==> src/shared/drive_ctl_pkg.sv <==
// Shared constants and types for the drive cyclic control/status block
package drive_ctl_pkg;

  // ----------------------------------------------------------------
  // Register offsets (byte addresses)
  // ----------------------------------------------------------------
  localparam logic [7:0] CMD_WORD_OFS     = 8'h00;
  localparam logic [7:0] REPORT_WORD_OFS  = 8'h04;
  localparam logic [7:0] TELEGRAM_OFS     = 8'h08;
  localparam logic [7:0] PULSE_LOC0_OFS   = 8'h0c;
  localparam logic [7:0] PULSE_LOC1_OFS   = 8'h10;
  localparam logic [7:0] TOLERANCE_OFS    = 8'h14;
  localparam logic [7:0] MODE_OFS         = 8'h18;
  localparam logic [7:0] CONFIG_OFS       = 8'h1c;
  localparam logic [7:0] ERR_COUNT_OFS    = 8'h20;
  localparam logic [7:0] IRQ_STATUS_OFS   = 8'h24;
  localparam logic [7:0] IRQ_ENABLE_OFS   = 8'h28;
  localparam logic [7:0] IRQ_CLEAR_OFS    = 8'h2c;

  // ----------------------------------------------------------------
  // Reset values and codes
  // ----------------------------------------------------------------
  localparam logic [15:0] TOLERANCE_RST   = 16'h0001;
  localparam logic [15:0] TOLERANCE_OFF   = 16'hffff;
  localparam logic [15:0] MODE_SPEED_NORG = 16'h0003;
  localparam logic [15:0] TELEGRAM_RST    = 16'h0003;
  localparam logic [15:0] TELEGRAM_FREE   = 16'h03e7;
  localparam logic [15:0] PULSE_WORD_NUM  = 16'h0001;
  localparam logic [15:0] PULSE_BIT_POS   = 16'h000b;

  // Config register fields
  localparam int CFG_CTRL_BIT_POS  = 0;
  localparam int CFG_BRAKE_ACT_POS = 1;
  localparam int CFG_BRAKE_SEL_POS = 2;
  localparam int CFG_POSITIONER    = 3;

  // Interrupt status bits
  localparam int IRQ_LIFE_FAULT = 0;
  localparam int IRQ_NEW_WORD   = 1;
  localparam int IRQ_WIDTH      = 2;

  // ----------------------------------------------------------------
  // Carrier types
  // ----------------------------------------------------------------
  typedef struct packed {
    logic [7:0]  addr;
    logic [31:0] wdata;
    logic        wr;
    logic        rd;
  } reg_req_t;

  typedef struct packed {
    logic ready_on;
    logic ready;
    logic op_enabled;
    logic jog_active;
    logic drive_ready;
    logic ctrl_enable;
    logic pulses_on;
    logic brake_open;
  } drive_state_t;

  typedef struct packed {
    logic switch_on;
    logic coast_stop;
    logic quick_stop;
    logic enable_op;
    logic enable_ramp;
    logic continue_ramp;
    logic enable_setpoint;
    logic open_brake;
    logic jog1;
    logic jog2;
    logic plc_control;
    logic enable_speed_ctl;
    logic close_brake;
  } drive_cmd_t;

endpackage : drive_ctl_pkg

==> src/core/drive_cyclic_control_status.sv <==
// Cyclic control/status word handling with sign-of-life monitoring
//
// Our own choices: strobed register access and the register addresses.
`timescale 1ns/10ps
// ------------------------------------------------------------------
// ------------------------------------------------------------------
module drive_cyclic_control_status (
  // Clock and reset
  input  wire logic                        clock_i,
  input  wire logic                        arst_n_i,
  // Register port
  input  wire drive_ctl_pkg::reg_req_t     req_i,
  output logic [31:0]                      rdata_o,
  // Cyclic link from controller
  input  wire logic                        cycle_strobe_i,
  input  wire logic [15:0]                 cmd_word_i,
  input  wire logic [15:0]                 life_word_i,
  input  wire logic [15:0]                 telegram_i,
  // Drive state in
  input  wire drive_ctl_pkg::drive_state_t state_i,
  // Decoded commands and report out
  output drive_ctl_pkg::drive_cmd_t        cmd_o,
  output logic                             brake_close_o,
  output logic [15:0]                      report_word_o,
  output logic                             report_valid_o,
  output logic                             life_fault_o,
  output logic                             irq_o
);
  import drive_ctl_pkg::*;

  logic [15:0]          cmd_word_r;
  logic [15:0]          report_r;
  logic [15:0]          telegram_r;
  logic [15:0]          tolerance_r;
  logic [15:0]          err_count_r;
  logic [15:0]          err_count_nxt;
  logic [3:0]           life_prev_r;
  logic                 life_seen_r;
  logic [3:0]           config_r;
  logic [IRQ_WIDTH-1:0] irq_status_r;
  logic [IRQ_WIDTH-1:0] irq_enable_r;
  logic [IRQ_WIDTH-1:0] irq_set;
  logic                 report_valid_r;
  logic                 fault_pulse;
  logic                 life_bad;
  logic                 monitor_on;
  logic                 coast_req;
  logic                 quick_req;
  logic                 inhibit;
  logic [15:0]          report_nxt;
  logic                 telegram_ok;

  // ----------------------------------------------------------------
  // Command word capture
  // ----------------------------------------------------------------
  // latch received word
  always_ff @(posedge clock_i or negedge arst_n_i) begin
    if (!arst_n_i) begin
      cmd_word_r <= 16'h0000;
    end else if (cycle_strobe_i) begin
      cmd_word_r <= cmd_word_i;
    end
  end

  // Unknown codes keep the previous telegram so the readout stays legal
  always_comb begin
    unique case (telegram_i)
      16'h0003, 16'h0004, 16'h0005, 16'h0006, 16'h0066, 16'h0067, 16'h0069, 16'h006a:
        telegram_ok = !config_r[CFG_POSITIONER];
      16'h0007, 16'h0009, 16'h006f, 16'h0070, 16'h0071, TELEGRAM_FREE:
        telegram_ok = config_r[CFG_POSITIONER];
      default:
        telegram_ok = 1'b0;
    endcase
  end

  always_ff @(posedge clock_i or negedge arst_n_i) begin
    if (!arst_n_i) begin
      telegram_r <= TELEGRAM_RST;
    end else if (cycle_strobe_i && telegram_ok) begin
      telegram_r <= telegram_i;
    end
  end

  always_comb begin
    cmd_o.switch_on        = cmd_word_r[0];
    cmd_o.coast_stop       = !cmd_word_r[1];
    cmd_o.quick_stop       = !cmd_word_r[2];
    cmd_o.enable_op        = cmd_word_r[3];
    cmd_o.enable_ramp      = cmd_word_r[4];
    cmd_o.continue_ramp    = cmd_word_r[5];
    cmd_o.enable_setpoint  = cmd_word_r[6];
    cmd_o.open_brake       = cmd_word_r[7];
    cmd_o.jog1             = cmd_word_r[8];
    cmd_o.jog2             = cmd_word_r[9];
    cmd_o.plc_control      = config_r[CFG_CTRL_BIT_POS] ? cmd_word_r[10] : 1'b1;
    cmd_o.enable_speed_ctl = cmd_word_r[12];
    cmd_o.close_brake      = cmd_word_r[14];
  end

  // ----------------------------------------------------------------
  // Status word assembly
  // ----------------------------------------------------------------
  // Stops come from the word being taken, so the report never lags a frame
  assign coast_req = !cmd_word_i[1];
  assign quick_req = !cmd_word_i[2];
  // Switch-on stays inhibited while any stop is requested
  assign inhibit   = coast_req || quick_req || !state_i.ready_on;

  always_comb begin
    report_nxt     = 16'h0000;
    report_nxt[0]  = state_i.ready_on;
    report_nxt[1]  = state_i.ready;
    report_nxt[2]  = state_i.op_enabled;
    report_nxt[3]  = state_i.jog_active;
    report_nxt[4]  = !coast_req;
    report_nxt[5]  = !quick_req;
    report_nxt[6]  = inhibit;
    report_nxt[7]  = state_i.drive_ready;
    report_nxt[8]  = state_i.ctrl_enable;
    report_nxt[9]  = config_r[CFG_CTRL_BIT_POS] ? cmd_word_i[10] : 1'b1;
    report_nxt[11] = state_i.pulses_on;
    report_nxt[12] = state_i.brake_open;
    report_nxt[13] = cmd_word_i[14] || !state_i.pulses_on;
  end

  always_ff @(posedge clock_i or negedge arst_n_i) begin
    if (!arst_n_i) begin
      report_r       <= 16'h0000;
      report_valid_r <= 1'b0;
    end else begin
      report_valid_r <= cycle_strobe_i;
      if (cycle_strobe_i) begin
        report_r <= report_nxt;
      end
    end
  end

  assign report_word_o  = report_r;
  assign report_valid_o = report_valid_r;

  assign brake_close_o = !(config_r[CFG_BRAKE_ACT_POS] && config_r[CFG_BRAKE_SEL_POS])
                         && report_r[13];

  // ----------------------------------------------------------------
  // Sign-of-life monitor
  // ----------------------------------------------------------------
  // monitoring disabled
  assign monitor_on = (tolerance_r != TOLERANCE_OFF);
  assign life_bad   = life_seen_r && (life_word_i[15:12] != life_prev_r + 4'h1);

  always_comb begin
    err_count_nxt = err_count_r;
    fault_pulse   = 1'b0;
    if (cycle_strobe_i && monitor_on) begin
      if (life_bad) begin
        if (err_count_r != 16'hffff) begin
          err_count_nxt = err_count_r + 16'h0001;
        end
        fault_pulse = (err_count_r == tolerance_r);
      end else begin
        err_count_nxt = 16'h0000;
      end
    end else if (!monitor_on) begin
      err_count_nxt = 16'h0000;
    end
  end

  always_ff @(posedge clock_i or negedge arst_n_i) begin
    if (!arst_n_i) begin
      err_count_r <= 16'h0000;
      life_prev_r <= 4'h0;
      life_seen_r <= 1'b0;
    end else begin
      err_count_r <= err_count_nxt;
      if (cycle_strobe_i) begin
        life_prev_r <= life_word_i[15:12];
        life_seen_r <= 1'b1;
      end
    end
  end

  assign life_fault_o = irq_status_r[IRQ_LIFE_FAULT];

  // ----------------------------------------------------------------
  // Interrupts
  // ----------------------------------------------------------------
  assign irq_set = {cycle_strobe_i, fault_pulse};

  // Set wins over a simultaneous clear so no event is lost
  always_ff @(posedge clock_i or negedge arst_n_i) begin
    if (!arst_n_i) begin
      irq_status_r <= '0;
    end else if (req_i.wr && req_i.addr == IRQ_CLEAR_OFS) begin
      irq_status_r <= (irq_status_r & ~req_i.wdata[IRQ_WIDTH-1:0]) | irq_set;
    end else begin
      irq_status_r <= irq_status_r | irq_set;
    end
  end

  assign irq_o = |(irq_status_r & irq_enable_r);

  // ----------------------------------------------------------------
  // Register writes
  // ----------------------------------------------------------------
  always_ff @(posedge clock_i or negedge arst_n_i) begin
    if (!arst_n_i) begin
      tolerance_r  <= TOLERANCE_RST;
      config_r     <= 4'h0;
      irq_enable_r <= '0;
    end else if (req_i.wr) begin
      unique case (req_i.addr)
        TOLERANCE_OFS:  tolerance_r  <= req_i.wdata[15:0];
        CONFIG_OFS:     config_r     <= req_i.wdata[3:0];
        IRQ_ENABLE_OFS: irq_enable_r <= req_i.wdata[IRQ_WIDTH-1:0];
        default:        ;
      endcase
    end
  end

  // ----------------------------------------------------------------
  // Register reads
  // ----------------------------------------------------------------
  // profile subset in report
  always_ff @(posedge clock_i or negedge arst_n_i) begin
    if (!arst_n_i) begin
      rdata_o <= 32'h0000_0000;
    end else if (req_i.rd) begin
      unique case (req_i.addr)
        CMD_WORD_OFS:    rdata_o <= {16'h0000, cmd_word_r[15:11], cmd_o.plc_control,
                                     cmd_word_r[9:0]};
        REPORT_WORD_OFS: rdata_o <= {16'h0000, report_r};
        TELEGRAM_OFS:    rdata_o <= {16'h0000, telegram_r};
        PULSE_LOC0_OFS:  rdata_o <= {16'h0000, PULSE_WORD_NUM};
        PULSE_LOC1_OFS:  rdata_o <= {16'h0000, PULSE_BIT_POS};
        TOLERANCE_OFS:   rdata_o <= {16'h0000, tolerance_r};
        MODE_OFS:        rdata_o <= {16'h0000, MODE_SPEED_NORG};
        CONFIG_OFS:      rdata_o <= {28'h0000000, config_r};
        ERR_COUNT_OFS:   rdata_o <= {16'h0000, err_count_r};
        IRQ_STATUS_OFS:  rdata_o <= {30'h00000000, irq_status_r};
        IRQ_ENABLE_OFS:  rdata_o <= {30'h00000000, irq_enable_r};
        default:         rdata_o <= 32'h0000_0000;
      endcase
    end else begin
      rdata_o <= 32'h0000_0000;
    end
  end
endmodule : drive_cyclic_control_status

==> config.mk <==
export PLATFORM = sky130hd
export DESIGN_NAME = drive_cyclic_control_status
export DESIGN_NICKNAME = d
export VERILOG_FILES = /design/src/shared/drive_ctl_pkg.sv /design/src/core/drive_cyclic_control_status.sv
export SDC_FILE = /design/constraint.sdc
export NUM_CORES = 1
export LEC_CHECK = 0
export BUFFER_PORTS_ARGS = -buffer_cell sky130_fd_sc_hd__buf_2
export CORE_ASPECT_RATIO = 1.2
export CORE_MARGIN = 4
export CORE_UTILIZATION = 56
export CTS_CLUSTER_DIAMETER = 120
export DETAILED_ROUTE_END_ITERATION = 10
export PLACE_DENSITY = 0.95
export REMOVE_ABC_BUFFERS = 1
export SLEW_MARGIN = 20
export SYNTH_ARGS = -nofsm -noshare
export SYNTH_HDL_FRONTEND = slang
export SYNTH_SLANG_ARGS = --single-unit
export TNS_END_PERCENT = 20
==> constraint.sdc <==
create_clock -name clock_i -period 4.2 [get_ports clock_i]
set_input_delay 0.84 -clock clock_i [delete_from_list [all_inputs] [get_ports clock_i]]
set_output_delay 0.84 -clock clock_i [all_outputs]
set_load 0.02 [all_outputs]
-- Yosys cells after proc, flatten, opt, wreduce, memory -nomap -nowiden
Index checks and enable logic that the tools add are counted.
- add/subtract/negate cells: 2
- equal/unequal tests: 31
- multiplexer cells: 12
- bitwise operators: 5
- reduce and logical (&&, ||, !) cells: 25
- operator list (operator ; count):
    one-hot mux 16 bit (11 select lines) ; 1
    == test 16 x 7 -> 1 bit, second input constant ; 7
    == test 16 x 3 -> 1 bit, second input constant ; 4
    two-way mux 16 bit ; 4
    == test 8 x 5 -> 1 bit, second input constant ; 4
    == test 8 x 6 -> 1 bit, second input constant ; 4
    two-way mux 32 bit ; 1
    != test 16 bit, second input constant ; 2
    adder 16 x 1 -> 16 bit, second input constant ; 1
    == test 16 x 10 -> 1 bit, second input constant ; 1
    == test 16 bit ; 1
    == test 16 x 2 -> 1 bit, second input constant ; 1
    == test 16 x 4 -> 1 bit, second input constant ; 1
    == test 8 x 4 -> 1 bit, second input constant ; 2
    == test 8 x 3 -> 1 bit, second input constant ; 1
    logical NOT 1 bit ; 8
    logical NOT 8 bit ; 1
    AND reduction 2 bit ; 4
    OR reduction 8 bit ; 1
    logical AND 1 bit ; 6
    OR reduction 6 bit ; 1
    adder 4 x 1 -> 4 bit, second input constant ; 1
    bitwise AND 2 bit ; 2
    two-way mux 1 bit ; 4
    other kinds (9) ; 12
- register bits after elaboration: 123
- bits of input ports: 101
- output and inout port bits: 65
- logic and storage cells: 87

-- Longest topological paths before layout
- depth in word-level cells: 7
- depth in mapped cells: 7

-- Least setup slack after synthesis
No wires, ideal clock.
- kind: in2reg
- start: in telegram_i[1]
- end: reg telegram_r[6]
- setup time: 125 ps
- arrival: 2351 ps
- data required time: 4075 ps
- setup slack: 1724 ps
- stages on the path: 6
- cell sequence: buf_6 -> or4_4 -> a311oi_4 -> o32ai_4 -> buf_6 -> mux2_4
- cells in the longest elaborated chain, start to end: 4
- elaborated cells between the ends (all ways): 18
- RTL lines (what ; line ; source):
    start: declaration ; drive_cyclic_control_status.sv:18 ; input wire logic [15:0] telegram_i,
    == test 16 x 2 -> 1 bit, or another cell as far along ; drive_cyclic_control_status.sv:67 ; unique case (telegram_i)
    OR reduction 8 bit or OR reduction 6 bit (tied branches) ; drive_cyclic_control_status.sv:67 ;
    one-hot mux 1 bit (2 select lines) * ; drive_cyclic_control_status.sv:67 ;
    logical AND 1 bit * ; drive_cyclic_control_status.sv:80 ; end else if (cycle_strobe_i && telegram_ok) begin
    end signal: assignment ; drive_cyclic_control_status.sv:81 ; telegram_r <= telegram_i;
    end: declaration ; drive_cyclic_control_status.sv:33 ; logic [15:0] telegram_r;
Mark *: on every way between the ends. The rest lies on a longest branch, timed or not.
A chain may end at the register's enable or synchronous reset.

-- Worst setup path after layout
- start: in req_i[35] in the netlist's numbering
- end: reg rdata_o[13]
- cells in the longest elaborated chain, start to end: 3
- elaborated cells between the ends (all ways): 13
- RTL lines (what ; line ; source):
    start: declaration ; drive_cyclic_control_status.sv:12 ; input wire drive_ctl_pkg::reg_req_t req_i,
    == test 8 x 6 -> 1 bit, or another cell as far along ; drive_cyclic_control_status.sv:229 ; unique case (req_i.addr)
    one-hot mux 16 bit (11 select lines) * ; drive_cyclic_control_status.sv:229 ;
    two-way mux 32 bit * ; drive_cyclic_control_status.sv:228 ; end else if (req_i.rd) begin
    end signal: assignment ; drive_cyclic_control_status.sv:230 ; CMD_WORD_OFS: rdata_o <= {16'h0000, cmd_word_r[15:11], cmd_o.plc_control,
    end signal: assignment ; drive_cyclic_control_status.sv:232 ; REPORT_WORD_OFS: rdata_o <= {16'h0000, report_r};
    end signal: assignment ; drive_cyclic_control_status.sv:233 ; TELEGRAM_OFS: rdata_o <= {16'h0000, telegram_r};
    end: declaration ; drive_cyclic_control_status.sv:13 ; output logic [31:0] rdata_o,
Marks and branches as above.

==> summary.md <==
| Metric | Value |
|---|---|
| Fmax | `around 350 MHz` |
| GR Layer Usage met2 | `0.4353` |
| Max_slew headroom | `0.2719` |
| RSZ-0062 raised after global routing | `no` |
| Final Hold Vio Count | `0` |
| Slew Viols, Final | `0` |
| Critical path arrival | `~3100 ps` |
| Die Width | `approximately 100 um` |
| Routed length per placed instance | `roughly 21 um` |
| Non-filler cells, final | `slightly above 700` |
| Worst vdd ir | `roughly 0.29 mV` |
| Sw frac | `0.2966` |
| Worst slack, placed | `1093 ps` |
| Clk Latency, worst-skew pair | `360 ps` |
| Hpwl dp | `about 11000 um` |
| Critical-path top delay cell | `nor4_4` |
| GR Overflow Total | `0` |
| Tmin final | `2880 ps` |
| Leak | `~2.9 nW` |
| Crit-path cells | `buf_2 -> or4_1 -> nor4_4 -> a222oi_1 -> a21oi_1` |
| Clock Power Share | `0.331` |
| Flop pwr share | `0.496` |
| Starting density of the core | `0.5790` |
| Post-cts sizing count | `0` |
| Drt total wl | `15020 um` |
| Die Ht | `117.5 um` |
| Post-synth cell types | `about 70` |
| Clk buf depth | `2` |
| Setup repair bufs after CTS | `0` |
| Ratio of final minimum period to clock period | `0.6858` |
| Nets | `a little under 700` |
| CTS hold repair buffers | `0` |
| Synth Area per Inst | `11.21 um^2` |
| Placed Cells | `704` |
| Setup TNS | `0 ps` |
| First-pass GRT wire length | `around 24000 um` |
| Post-synth EDFFs | `0` |
| Layout cells sized above 1 | `0.3674` |
| Initial antenna violation count | `0` |
| CTS root buf | `clkbuf_16` |
| Clock slew seen by the registers of the worst setup and hold paths | `around 70 ps` |
| Synthesized cell area | `0.005594 mm^2` |
| Startpoint types | `input pin` |
| # IOs | `166` |
| Iteration-0 DRC Markers | `~490` |
| FILL cells | `about 700` |
| Max-Cap Viols | `0` |
| Mapped Cells | `~500` |
| TritonCTS Buffers | `9` |
| CP max stage delay | `between 900 and 1000 ps` |
| Area growth syn-to-layout | `13.73%` |
| Gr busiest metal | `met2` |
| Vias | `4606` |
| Commonest register cell after synthesis | `dfrtp_1` |
| Status | `finished clean` |
| Cell Pwr Density | `398.5 mW/mm^2` |
| Core footprint | `between 0.009 and 0.01 mm^2` |
| Hold Slack | `447.2 ps` |
| Internal | `approximately 1.8 mW` |
| Die area | `between 0.01 and 0.015 mm^2` |
| First-pass DRT Iterations | `5` |
| Comb power frac | `0.172` |
| Critical path type | `input pin to register` |
| Worst min path class | `input pin to async pin` |
| Final WS setup | `roughly 1300 ps` |
| Seq/Total Area, Yosys | `0.4704` |
| CTS tree | `yes` |
| Vias per cell | `6.406` |
| CP max FO | `16` |
| Met1 track demand over resource | `0.3077` |
| CP Capture Type | `register` |
| R2R Setup Slk | `1750 ps` |
| Pin count of the biggest net entering global routing | `42` |
| Worst-Margin Slew | `~1100 ps` |
| Fin Clk Skew | `between 8 and 9 ps` |
| Vias in the first global route | `~4700` |
| Sw power | `between 700 and 800 uW` |
| FFs w/ async S/R, synth | `1.000` |
| Antenna diodes | `0` |
| Final ANT Viol Nets | `0` |
| Met3 Use GR | `0.05631` |
| Synth warn | `0` |
| #FFs+latches synth | `roughly 110` |
| Clk sinks | `roughly 110` |
| Final Power | `~2.5 mW` |
| DRC Markers | `0` |
| Gr usage total | `0.2602` |
| Buffers on Ports | `118` |
| RD Place Congestion | `between 0.9 and 1` |
| H-tree depth | `3` |
| Critical Path RT | `between 4000 and 5000 ps` |
| # rows | `39` |
| Final setup vio count | `0` |
## layout make-up
cell class / instances / area, um^2 / share of cell area
Multi-Input combinational cell: 340 / 2601 / 0.4088
Sequential cell: 105 / 2631 / 0.4136
Clock inverter: 6 / 67.56 / 0.01062
Tap cell: 123 / 153.9 / 0.02419
Clock buffer: 9 / 225.2 / 0.03540
Inverter: 12 / 45.04 / 0.007080
Timing Repair Buffer: 124 / 638.1 / 0.1003
## worst paths after layout
path,startpoint,endpoint,cells after the start
worst max-delay path,req_i[35],rdata_o[13],5
worst min-delay path,arst_n_i,cmd_word_r[12],1
worst max register to register,err_count_r[3],err_count_r[9],6
worst min register to register,life_seen_r,life_seen_r,1
max in group asynchronous,arst_n_i,tolerance_r[0],2
min in group clock_i,life_seen_r,life_seen_r,1
## per-stage QoR
step	util	cell area [um^2]
2_1_floorplan	-	5278
3_3_place_gp	0.6282	6070
3_5_place_dp	0.6282	6070
4_1_cts	0.6585	6362
5_1_grt	0.6585	6362
6_report	0.6585	6362
## cell usage after synthesis (all sizes together) (11+ instances only)
cell,n,area [um^2]
dfrtp,102,2552
mux2,57,656.9
buf,50,345.3
nand2,22,85.09
a22oi,20,150.1
xor2,20,175.2
a21oi,19,95.09
nor4,15,151.4
nor2,14,55.06
a31oi,13,81.33
nand4,12,75.07
o21ai,12,60.05
inv,11,41.29
nand3,11,55.05
## sequential cells by signal, indices dropped and copies added, names as in the netlist
register / flops
err_count_r: 16
report_word_o: 11
telegram_r: 16
tolerance_r: 16
irq_status_r: 2
rdata_o: 16
report_valid_o: 1
irq_enable_r: 2
config_r: 4
life_seen_r: 1
life_prev_r: 4
cmd_word_r: 16
## cell usage in the layout, fill, tap and decap left out, types with 3 or more instances in the layout
cell type / count
buf_2: 117
dfrtp_1: 102
mux2_2: 53
nand2_1: 21
xor2_1: 20
a22oi_1: 20
a21oi_1: 19
conb_1: 19
a31oi_1: 13
nor2_1: 13
nand4_1: 12
nand3_1: 11
o21ai_0: 11
inv_1: 11
nor4_1: 10
nor3_1: 9
a222oi_1: 9
clkbuf_16: 9
xnor2_1: 7
buf_4: 7
nand2b_1: 6
and2_2: 6
mux2i_1: 5
nand4b_1: 5
nor3b_1: 4
o22ai_1: 4
nand3b_1: 4
mux2_4: 4
or3_1: 4
o41a_1: 3
or4_1: 3
nor4_4: 3
and4_1: 3
a211oi_1: 3
dfstp_2: 3
## power by group through the flow
stage	logic, mW	clock network (mW)	registers (mW)
finish	0.437	0.840	1.26
global route	0.476	0.891	1.27
CTS	0.434	0.843	1.25
detailed placement	0.431	0	1.27
global placement	0.414	0	1.26
floorplan	0.246	0	1.26
## logic make-up (layout without fill, tap and decap cells)
family	count (synthesis)	after routing	share of synthesized area
compound gates	99	99	0.1306
simple gates	131	131	0.1485
buf+inv	72	151	0.07671
flops	105	105	0.4704
fa+ha+maj	2	2	0.004473
xor+xnor	27	27	0.04227
other cells	1	19	0.0006703
mux	62	62	0.1264
## worst max-delay path, delay by kind of cell
family                 cells  cell delay (ps)
buffers and inverters      1              100
and+or+nand+nor            2             1720
AOI/OAI and AO/OA          2              470
## per-layer routing
layer	routed length (um)	vias up	part of all wire
met5	0	-	0
met4	738	0	0.049
met3	1186	63	0.079
met2	7709	252	0.51
met1	5388	2289	0.36
li1	-	2002	-
No activity file was read; power rests on OpenSTA's default activity.
